**src/include/wr_burst_pkg.sv**
```systemverilog
// Shared constants and types of the write burst timing block
package wr_burst_pkg;

    // ----------------------------------------
    // Widths
    // ----------------------------------------
    localparam int BG_W = 2;
    localparam int BA_W = 2;
    localparam int COL_W = 10;
    localparam int NBANK = 16;
    localparam int DQ_W = 8;
    localparam int LAT_W = 6;
    localparam int MAX_LAT = 64;
    localparam int WR_W = 5;
    localparam int GAP_W = 4;

    // ----------------------------------------
    // Burst field codes of mode_register_zero
    // ----------------------------------------
    localparam logic [1:0] BURST_FIXED_8 = 2'h0;
    localparam logic [1:0] BURST_ON_FLY = 2'h1;
    localparam logic [1:0] BURST_FIXED_4 = 2'h2;

    // ----------------------------------------
    // Burst shape: two beats per clock
    // ----------------------------------------
    localparam logic [1:0] LAST_IDX_FULL = 2'h3;
    localparam logic [1:0] LAST_IDX_CHOP = 2'h1;
    localparam logic [1:0] CHOP_LIMIT = 2'h2;

    // ----------------------------------------
    // Latency and spacing checks
    // ----------------------------------------
    localparam logic [4:0] CWL_LOWEST = 5'h09;
    localparam logic [GAP_W-1:0] GAP_FORBID_CRC = 4'h6;
    localparam logic [GAP_W-1:0] GAP_FORBID_NOCRC = 4'h5;
    localparam logic [GAP_W-1:0] GAP_SAT = 4'hF;
    localparam logic [GAP_W-1:0] GAP_START = 4'h1;
    localparam logic [LAT_W-1:0] LAT_MIN = 6'h01;
    localparam logic [WR_W-1:0] WR_MIN = 5'h01;

    typedef struct packed {
        logic [BG_W-1:0] bg;
        logic [BA_W-1:0] ba;
        logic [COL_W-1:0] col;
        logic chop;
        logic auto_pre;
    } wr_desc_t;

    typedef struct packed {
        logic valid;
        wr_desc_t desc;
    } wr_slot_t;

    typedef enum logic [0:0] {
        ST_IDLE = 1'b0,
        ST_BURST = 1'b1
    } eng_state_t;

endpackage

```
**src/core/wr_latency_line.sv**
```systemverilog
// Delay line that holds accepted writes until their data is due
`timescale 1ns/1ns
module wr_latency_line (
    input wire logic clk,
    input wire logic rst,
    input wire wr_burst_pkg::wr_slot_t slot_in,
    input wire logic [wr_burst_pkg::LAT_W-1:0] lat,
    output wr_burst_pkg::wr_slot_t slot_out
);
    wr_burst_pkg::wr_slot_t stage_ff [wr_burst_pkg::MAX_LAT];

    // ----------------------------------------
    // Shift one stage per clock
    // ----------------------------------------
    always_ff @(posedge clk) begin
        if (rst) begin
            for (int i = 0; i < wr_burst_pkg::MAX_LAT; i++) begin
                stage_ff[i] <= '0;
            end
        end else begin
            stage_ff[0] <= slot_in;
            for (int i = 1; i < wr_burst_pkg::MAX_LAT; i++) begin
                stage_ff[i] <= stage_ff[i-1];
            end
        end
    end

    // Stage lat-1 is seen exactly lat clocks after the command
    assign slot_out = stage_ff[lat - wr_burst_pkg::LAT_MIN];
endmodule

```
**src/core/wr_burst_timing.sv**
```systemverilog
// Write burst engine: burst length, data latency, auto precharge timing
//
// Function
// [RULE_01] Full eight-beat burst: fixed mode or A12 high
// [RULE_02] On-the-fly with A12 low gives chopped four
// [RULE_03] Fixed chop mode always writes four beats
// [RULE_04] Each write's burst length chosen independently
// [RULE_05] Timing measured from edge after last beat
// [RULE_06] Host waits recovery before explicit precharge
// [RULE_07] Auto precharge starts after recovery from data
// [RULE_08] Host honours long write-to-read in group
// [RULE_09] Inversion on, CRC off: inversion recovery times
// [RULE_10] CRC plus mask: their own recovery times
// [RULE_11] Two-clock preamble with CRC: no six-clock spacing
// [RULE_12] Two-clock preamble forbids lowest write latency
// [RULE_13] Deselect slots may carry other commands
// [RULE_14] Two-clock preamble without CRC: no five spacing
// [RULE_15] First beat at AL plus CWL plus PL
// [RULE_16] Chopped burst leaves second-half columns untouched
`timescale 1ns/1ns
module wr_burst_timing (
    input wire logic REF_CLK,
    input wire logic SYS_RST,
    input wire logic CMD_WRITE,
    input wire logic CMD_AUTO_PRE,
    input wire logic CMD_BURST_SEL,
    input wire logic [wr_burst_pkg::BG_W-1:0] CMD_BG,
    input wire logic [wr_burst_pkg::BA_W-1:0] CMD_BA,
    input wire logic [wr_burst_pkg::COL_W-1:0] CMD_COL,
    input wire logic [1:0] BURST_MODE,
    input wire logic [4:0] ADD_LAT,
    input wire logic [4:0] WRITE_LAT,
    input wire logic [2:0] PAR_LAT,
    input wire logic PARITY_EN,
    input wire logic PREAMBLE_2CK,
    input wire logic DBI_EN,
    input wire logic CRC_EN,
    input wire logic DM_EN,
    input wire logic [wr_burst_pkg::WR_W-1:0] WRITE_RECOVERY,
    input wire logic [wr_burst_pkg::WR_W-1:0] WRITE_RECOVERY_WITH_INVERSION,
    input wire logic [wr_burst_pkg::WR_W-1:0] WRITE_RECOVERY_WITH_CRC_AND_MASK,
    input wire logic [2*wr_burst_pkg::DQ_W-1:0] DQ_IN,
    input wire logic [1:0] DM_IN,
    output logic MEM_WE,
    output logic [wr_burst_pkg::BG_W-1:0] MEM_BG,
    output logic [wr_burst_pkg::BA_W-1:0] MEM_BA,
    output logic [wr_burst_pkg::COL_W-1:0] MEM_COL,
    output logic [2*wr_burst_pkg::DQ_W-1:0] MEM_WDATA,
    output logic [1:0] MEM_BYTE_EN,
    output logic LAST_DATA_EDGE,
    output logic [wr_burst_pkg::NBANK-1:0] PRECHARGE_BANKS,
    output logic BURST_BUSY,
    output logic CWL_CFG_ERR,
    output logic SPACING_ERR
);
    wr_burst_pkg::wr_slot_t cmd_slot;
    wr_burst_pkg::wr_slot_t due_slot;
    wr_burst_pkg::wr_desc_t cur_desc;
    wr_burst_pkg::wr_desc_t desc_ff;
    wr_burst_pkg::eng_state_t state_ff;
    wr_burst_pkg::eng_state_t nxt_state;
    logic [1:0] idx_ff;
    logic [1:0] cur_idx;
    logic [1:0] last_idx;
    logic cur_active;
    logic cur_last;
    logic cmd_chop;
    logic [wr_burst_pkg::LAT_W-1:0] lat_sum;
    logic [wr_burst_pkg::LAT_W-1:0] lat;
    logic [wr_burst_pkg::WR_W-1:0] wr_sel;
    logic [wr_burst_pkg::WR_W-1:0] wr_load;
    logic [wr_burst_pkg::GAP_W-1:0] gap_ff;
    logic [wr_burst_pkg::NBANK-1:0] pre_fire;
    logic ap_done;

    // ----------------------------------------
    // Command capture
    // ----------------------------------------
    // Only a write is looked at; any other command in a deselect slot passes by
    always_comb begin
        unique case (BURST_MODE)
            wr_burst_pkg::BURST_FIXED_8: cmd_chop = 1'b0;  // see [RULE_01]
            wr_burst_pkg::BURST_ON_FLY: cmd_chop = ~CMD_BURST_SEL;  // see [RULE_02]
            wr_burst_pkg::BURST_FIXED_4: cmd_chop = 1'b1;  // see [RULE_03]
            default: cmd_chop = 1'b0;
        endcase
        cmd_slot.valid = CMD_WRITE;  // see [RULE_13]
        cmd_slot.desc.bg = CMD_BG;
        cmd_slot.desc.ba = CMD_BA;
        cmd_slot.desc.col = CMD_COL;
        cmd_slot.desc.chop = cmd_chop;  // see [RULE_04]
        cmd_slot.desc.auto_pre = CMD_AUTO_PRE;
    end

    // Out-of-range sums wrap; the host keeps the total inside the line depth
    always_comb begin
        lat_sum = {1'h0, ADD_LAT} + {1'h0, WRITE_LAT}
            + (PARITY_EN ? {3'h0, PAR_LAT} : 6'h00);  // see [RULE_15]
        lat = (lat_sum == '0) ? wr_burst_pkg::LAT_MIN : lat_sum;
    end

    wr_latency_line u_line (
        .clk(REF_CLK),
        .rst(SYS_RST),
        .slot_in(cmd_slot),
        .lat(lat),
        .slot_out(due_slot)
    );

    // ----------------------------------------
    // Data beat engine
    // ----------------------------------------
    // A new due write takes over at once, giving gapless back-to-back bursts
    always_comb begin
        cur_active = due_slot.valid || (state_ff == wr_burst_pkg::ST_BURST);
        cur_desc = due_slot.valid ? due_slot.desc : desc_ff;
        cur_idx = due_slot.valid ? 2'h0 : idx_ff;
        last_idx = cur_desc.chop ? wr_burst_pkg::LAST_IDX_CHOP
            : wr_burst_pkg::LAST_IDX_FULL;
        cur_last = cur_active && (cur_idx == last_idx);  // see [RULE_05]
        nxt_state = (cur_active && !cur_last) ? wr_burst_pkg::ST_BURST
            : wr_burst_pkg::ST_IDLE;
    end

    always_ff @(posedge REF_CLK) begin
        if (SYS_RST) begin
            state_ff <= wr_burst_pkg::ST_IDLE;
            idx_ff <= 2'h0;
            desc_ff <= '0;
        end else begin
            state_ff <= nxt_state;
            idx_ff <= cur_idx + 2'h1;
            desc_ff <= cur_desc;
        end
    end

    always_ff @(posedge REF_CLK) begin
        if (SYS_RST) begin
            MEM_WE <= 1'b0;
            MEM_BG <= '0;
            MEM_BA <= '0;
            MEM_COL <= '0;
            MEM_WDATA <= '0;
            MEM_BYTE_EN <= 2'h0;
            BURST_BUSY <= 1'b0;
            LAST_DATA_EDGE <= 1'b0;
        end else begin
            // Chopped burst never writes beats four to seven
            MEM_WE <= cur_active
                && (!cur_desc.chop || cur_idx < wr_burst_pkg::CHOP_LIMIT);  // see [RULE_16]
            MEM_BG <= cur_desc.bg;
            MEM_BA <= cur_desc.ba;
            MEM_COL <= cur_desc.col + {{(wr_burst_pkg::COL_W-3){1'b0}}, cur_idx, 1'b0};
            MEM_WDATA <= DQ_IN;
            MEM_BYTE_EN <= (DM_EN && !DBI_EN) ? ~DM_IN : 2'h3;
            BURST_BUSY <= nxt_state == wr_burst_pkg::ST_BURST;
            LAST_DATA_EDGE <= cur_last;  // see [RULE_05]
        end
    end

    // ----------------------------------------
    // Auto precharge recovery
    // ----------------------------------------
    always_comb begin
        if (CRC_EN && DM_EN) begin
            wr_sel = WRITE_RECOVERY_WITH_CRC_AND_MASK;  // see [RULE_10]
        end else if (DBI_EN && !CRC_EN) begin
            wr_sel = WRITE_RECOVERY_WITH_INVERSION;  // see [RULE_09]
        end else begin
            wr_sel = WRITE_RECOVERY;
        end
        wr_load = (wr_sel < wr_burst_pkg::WR_MIN) ? wr_burst_pkg::WR_MIN : wr_sel;
        ap_done = cur_last && cur_desc.auto_pre;
    end

    // One counter per bank, so auto precharges to different banks overlap
    for (genvar b = 0; b < wr_burst_pkg::NBANK; b++) begin : g_bank
        logic [wr_burst_pkg::WR_W-1:0] rec_ff;
        logic hit;
        assign hit = ap_done && ({cur_desc.bg, cur_desc.ba} == 4'(b));
        assign pre_fire[b] = !hit && (rec_ff == wr_burst_pkg::WR_MIN);

        always_ff @(posedge REF_CLK) begin
            if (SYS_RST) begin
                rec_ff <= '0;
            end else if (hit) begin
                rec_ff <= wr_load;  // see [RULE_07]
            end else if (rec_ff != '0) begin
                rec_ff <= rec_ff - wr_burst_pkg::WR_MIN;
            end
        end
    end

    always_ff @(posedge REF_CLK) begin
        if (SYS_RST) begin
            PRECHARGE_BANKS <= '0;
        end else begin
            PRECHARGE_BANKS <= pre_fire;  // see [RULE_07]
        end
    end

    // ----------------------------------------
    // Host misuse checks
    // ----------------------------------------
    // The device cannot stop a bad host; it only reports what it saw
    always_ff @(posedge REF_CLK) begin
        if (SYS_RST) begin
            gap_ff <= wr_burst_pkg::GAP_SAT;
        end else if (CMD_WRITE) begin
            gap_ff <= wr_burst_pkg::GAP_START;
        end else if (gap_ff != wr_burst_pkg::GAP_SAT) begin
            gap_ff <= gap_ff + wr_burst_pkg::GAP_START;
        end
    end

    always_ff @(posedge REF_CLK) begin
        if (SYS_RST) begin
            SPACING_ERR <= 1'b0;
            CWL_CFG_ERR <= 1'b0;
        end else begin
            SPACING_ERR <= CMD_WRITE && PREAMBLE_2CK && (CRC_EN
                ? gap_ff == wr_burst_pkg::GAP_FORBID_CRC  // see [RULE_11]
                : gap_ff == wr_burst_pkg::GAP_FORBID_NOCRC);  // see [RULE_14]
            CWL_CFG_ERR <= PREAMBLE_2CK
                && (WRITE_LAT <= wr_burst_pkg::CWL_LOWEST);  // see [RULE_12]
        end
    end
endmodule

```
**config.mk**
```make
export PLATFORM = sky130hd
export DESIGN_NAME = wr_burst_timing
export DESIGN_NICKNAME = d
export VERILOG_FILES = /design/src/include/wr_burst_pkg.sv /design/src/core/wr_latency_line.sv /design/src/core/wr_burst_timing.sv
export SDC_FILE = /design/constraint.sdc
export NUM_CORES = 2
export LEC_CHECK = 0
export BUFFER_PORTS_ARGS = -buffer_cell sky130_fd_sc_hd__buf_2
export CAP_MARGIN = 20
export CORE_MARGIN = 1
export CORE_UTILIZATION = 30
export DETAILED_ROUTE_END_ITERATION = 10
export HOLD_SLACK_MARGIN = 0.05
export RECOVER_POWER = 25
export SLEW_MARGIN = 20
export SYNTH_ARGS = -nofsm -noshare
export SYNTH_HDL_FRONTEND = slang
export SYNTH_SLANG_ARGS = --single-unit
```
**constraint.sdc**
```tcl
create_clock -name REF_CLK -period 28 [get_ports REF_CLK]
set_input_delay 5.6 -clock REF_CLK [delete_from_list [all_inputs] [get_ports REF_CLK]]
set_output_delay 5.6 -clock REF_CLK [all_outputs]
set_load 0.02 [all_outputs]
```
==> impl_summary.txt <==
----------------------------------------------------
[Status]
  Result of the run ... finished with violations
  Violated checks ... max-capacitance violations, max-slew violations

[Global route]
  Global-route wire length before repair ... 163000 um
  Global routing usage summed across all routing layers ... 0.129
  Vias in the first global route ... 28400
  Congestion Overflow GR ... 0
  Antenna violations before repair ... 2
  Maximum number of pins on one net before global-route repair ... 254

[Route]
  Post-DRT Antenna Nets ... 0
  Via count ... 28900
  First-pass iteration count of the detailed router ... 6
  Via-per-instance ratio ... 4.62
  Routed wirelength normalized by instance count ... 16.5 um
  Starting DRT DRC Count ... 2104
  Number of remaining DRC errors ... 0
  Final WL ... 103000 um

[Yosys]
  Most frequent cell after synthesis ... sky130_fd_sc_hd__dfxtp_1
  Distinct cell type count of the synthesized netlist ... 85
  Cell type contributing the most total cell area after synthesis ... sky130_fd_sc_hd__dfxtp_1
  Commonest cells in the netlist ... sky130_fd_sc_hd__dfxtp_1 (1238), sky130_fd_sc_hd__nor2b_1 (1104), sky130_fd_sc_hd__mux4_2 (230), sky130_fd_sc_hd__clkbuf_1 (204), sky130_fd_sc_hd__nand2_1 (190)
  Fraction of synthesis flops using an asynchronous set or reset pin ... 0
  Count of state elements after synthesis ... approximately 1200
  Fraction of post-synthesis cell area in the top cell type by area ... 0.533
  Number of synthesized flops with an enable pin ... 0
  Top flip-flop cell by instance count after synthesis ... sky130_fd_sc_hd__dfxtp_1
  Sequential cell area fraction in the yosys report ... 0.533
  Post-Synthesis Net Count ... 4229
  Leading post-synthesis cells by cell area ... sky130_fd_sc_hd__dfxtp_1 (53%), sky130_fd_sc_hd__nor2b_1 (15%), sky130_fd_sc_hd__mux4_2 (11%), sky130_fd_sc_hd__mux2i_1 (1.9%), sky130_fd_sc_hd__clkbuf_1 (1.6%)
  Average cell area after synthesis ... roughly 11 um2
  Yosys warning count ... 0
  Number of standard cells after synthesis ... about 4100
  Post-synthesis instance area ... 0.0465 mm2

[Placed design]
  Placer's final routability congestion estimate ... 0.818
  Cell count after placement ... between 6000 and 7000
  HPWL after detailed placement ... 63200 um
  Placed standard-cell area ... 0.0490 mm2
  Worst Setup Slack post-DPL ... 13.05 ns
  Port bufs ... 124

[Critical path]
  Required time at the worst-slack endpoint ... 28.26 ns
  Cell with the biggest individual delay on the critical path ... sky130_fd_sc_hd__clkbuf_1
  Type of origin of the critical path ... input pin
  Type of the worst setup path ... input pin to flop
  Worst-path maximum fanout ... 253
  Buffers and inverters on the worst path ... 2
  Critical Path Max Stage Delay ... between 7 and 8 ns
  Cell occurring most often along the worst timing path ... sky130_fd_sc_hd__clkbuf_1
  Family of cells with the greatest summed delay on the critical path ... buffers and inverters
  R2r worst-path depth ... 14
  Setup slack on the worst flop-to-flop path ... about 24 ns
  CP cell instances ... clkbuf_1 > clkbuf_1 > nor2b_1
  Endpoint arrival time on the critical path ... between 15 and 20 ns
  Worst reg2reg path startpoint ... u_line.stage_ff[32][16]
  Reg-to-reg critical path endpoint ... g_bank[6].rec_ff[3]
  Kind of end point of the critical path ... flop

[Clocking]
  Clock insertion delay at the later pin of the skew report ... 0.74 ns
  Clock sink count ... around 1200
  Clock tree from TritonCTS ... done
  CTS H-tree lvls ... 3
  Clock Root Buffer ... sky130_fd_sc_hd__clkbuf_16
  TritonCTS Buffers ... 118
  Post-CTS Setup Bufs ... 0
  Resized cells post-CTS ... 0
  Maximum clock insertion buffer count ... 3
  Clock transition at the registers of the reported paths ... 0.06 ns
  Hold-fix buffers at CTS ... 0

[Pwr]
  Leakage power ... 19.9 nW
  Power density over the cells ... 87.4 mW/mm2
  Worst vdd rail ir drop ... 0.0615 mV

[Floorplanning]
  Core area ... 0.154 mm2
  Standard-cell rows ... around 140
  Die height ... 396 um
  Horiz. Die Dim ... 396 um
  Die Outline Area ... 0.157 mm2
  I/O pin total ... 125
  Initial core utilization ... 0.302

[STA]
  Worst slew margin relative to its limit ... -5.63
  Post-layout min period ... about 17 ns
  Final max-slew violation count ... 564
  TNS Setup ... 0 ns
  Fmax ... between 50 and 60 MHz
  Final worst hold slack ... around 0.43 ns
  Slew at the pin closest to its max-slew limit ... ~9.9 ns
  Max Clock Skew ... 0.0345 ns
  Final setup violating endpoints ... 0
  Final hold vios ... 0
  Unrepaired setup endpoints after global routing ... no
  Post-route fraction of the period consumed by the critical path ... 0.606
  Worst Setup Slack, final ... 11.02 ns

[Final layout]
  Inserted Diodes ... 0
  Number of nets in the final layout ... 4242
  Final Instance Area ... 0.0531 mm2
  Fraction of layout instances using a drive strength above 1 ... 0.164
  Area Growth Syn to Fin ... 14.1%
  Final std cells w/o fill ... 6249

[Worst hold path]
  Worst Hold End ... u_line.stage_ff[4][7]
  Launch instance of the worst min-delay path ... u_line.stage_ff[3][7]
  Worst min-delay path category ... flop to flop
  Hold path depth ... 1

[Flow run]
  Maximum Capacitance Violations ... 4

----------------------------------------------------
==> how the worst max path moves through the flow <==
| stage | slack (ns) | cells past startpoint | endpoint | startpoint |
|---|---|---|---|---|
| CTS | 13.80 | 27 | g_bank[6].rec_ff[3] | ADD_LAT[1] |
| global placement | 13.15 | 27 | g_bank[6].rec_ff[4] | ADD_LAT[1] |
| floorplan | 14.51 | 34 | g_bank[15].rec_ff[1] | ADD_LAT[1] |
| detailed placement | 13.05 | 27 | g_bank[6].rec_ff[1] | ADD_LAT[1] |
| global route | 9.51 | 3 | u_line.stage_ff[63][0] | SYS_RST |
| finish | 11.02 | 3 | u_line.stage_ff[23][14] | SYS_RST |
==> cell type report <==
type                    count  area, um2
clock buffers             179       3550
inverters                  75        302
repair buffers            167        981
multi-input cells        2505      20300
fillers                 15100     101000
clock inverters            41        574
well taps                2044       2560
flip-flops and latches   1238      24800
==> registers in the layout (all words and copies together), names as in the netlist, 4 cells and up <==
register	flops
PRECHARGE_BANKS	16
MEM_COL	9
u_line.stage_ff	1088
MEM_WDATA	16
gap_ff	4
g_bank.rec_ff	80
desc_ff	12
==> per-stage QoR <==
step	total power [W]	util
floorplan	0.00270	-
global placement	0.00301	0.318
detailed placement	0.00302	0.318
CTS	0.00469	0.345
global route	0.00487	0.344
finish	0.00464	0.344
==> placed cells by master, fill, tap and decap left out, types with 16 or more instances in the layout <==
cell type / instances
sky130_fd_sc_hd__mux2_2: 67
sky130_fd_sc_hd__inv_1: 73
sky130_fd_sc_hd__buf_2: 123
sky130_fd_sc_hd__nor2_1: 101
sky130_fd_sc_hd__o21ai_0: 44
sky130_fd_sc_hd__clkbuf_16: 118
sky130_fd_sc_hd__a22oi_1: 20
sky130_fd_sc_hd__dfxtp_1: 1238
sky130_fd_sc_hd__and2_1: 25
sky130_fd_sc_hd__nand3_1: 48
sky130_fd_sc_hd__clkbuf_1: 28
sky130_fd_sc_hd__a21oi_1: 81
sky130_fd_sc_hd__nor2b_1: 1104
sky130_fd_sc_hd__clkbuf_8: 37
sky130_fd_sc_hd__mux4_2: 230
sky130_fd_sc_hd__buf_4: 36
sky130_fd_sc_hd__nor3_1: 69
sky130_fd_sc_hd__mux2i_1: 88
sky130_fd_sc_hd__ha_1: 60
sky130_fd_sc_hd__a211oi_1: 23
sky130_fd_sc_hd__xnor2_1: 44
sky130_fd_sc_hd__o22ai_1: 16
sky130_fd_sc_hd__nand2_1: 190
sky130_fd_sc_hd__and3_1: 33
==> kinds of logic after synthesis <==
logic type,synth area share
XOR/XNOR,0.0105
multiplexers,0.148
buffers and inverters,0.0318
flip-flops,0.533
AND/OR/NAND/NOR,0.207
adder cells (fa/ha/maj),0.0183
AO/OA/AOI/OAI,0.0522
==> power breakdown <==
part	switching, W	internal [W]	total, W
clock	0.000705	0.000956	0.00166
sequential	0.0000739	0.00184	0.00192
combinational	0.000661	0.000400	0.00106
==> routing by layer <==
metal / global-route usage / vias up / part of all wire
met1: 0.180 / 14100 / 0.48
met3: 0.0317 / 183 / 0.059
met4: 0.0376 / 0 / 0.028
met5: 0 / - / 0
li1: - / 14000 / -
met2: 0.197 / 624 / 0.43
No activity file was read; power rests on OpenSTA's default activity.
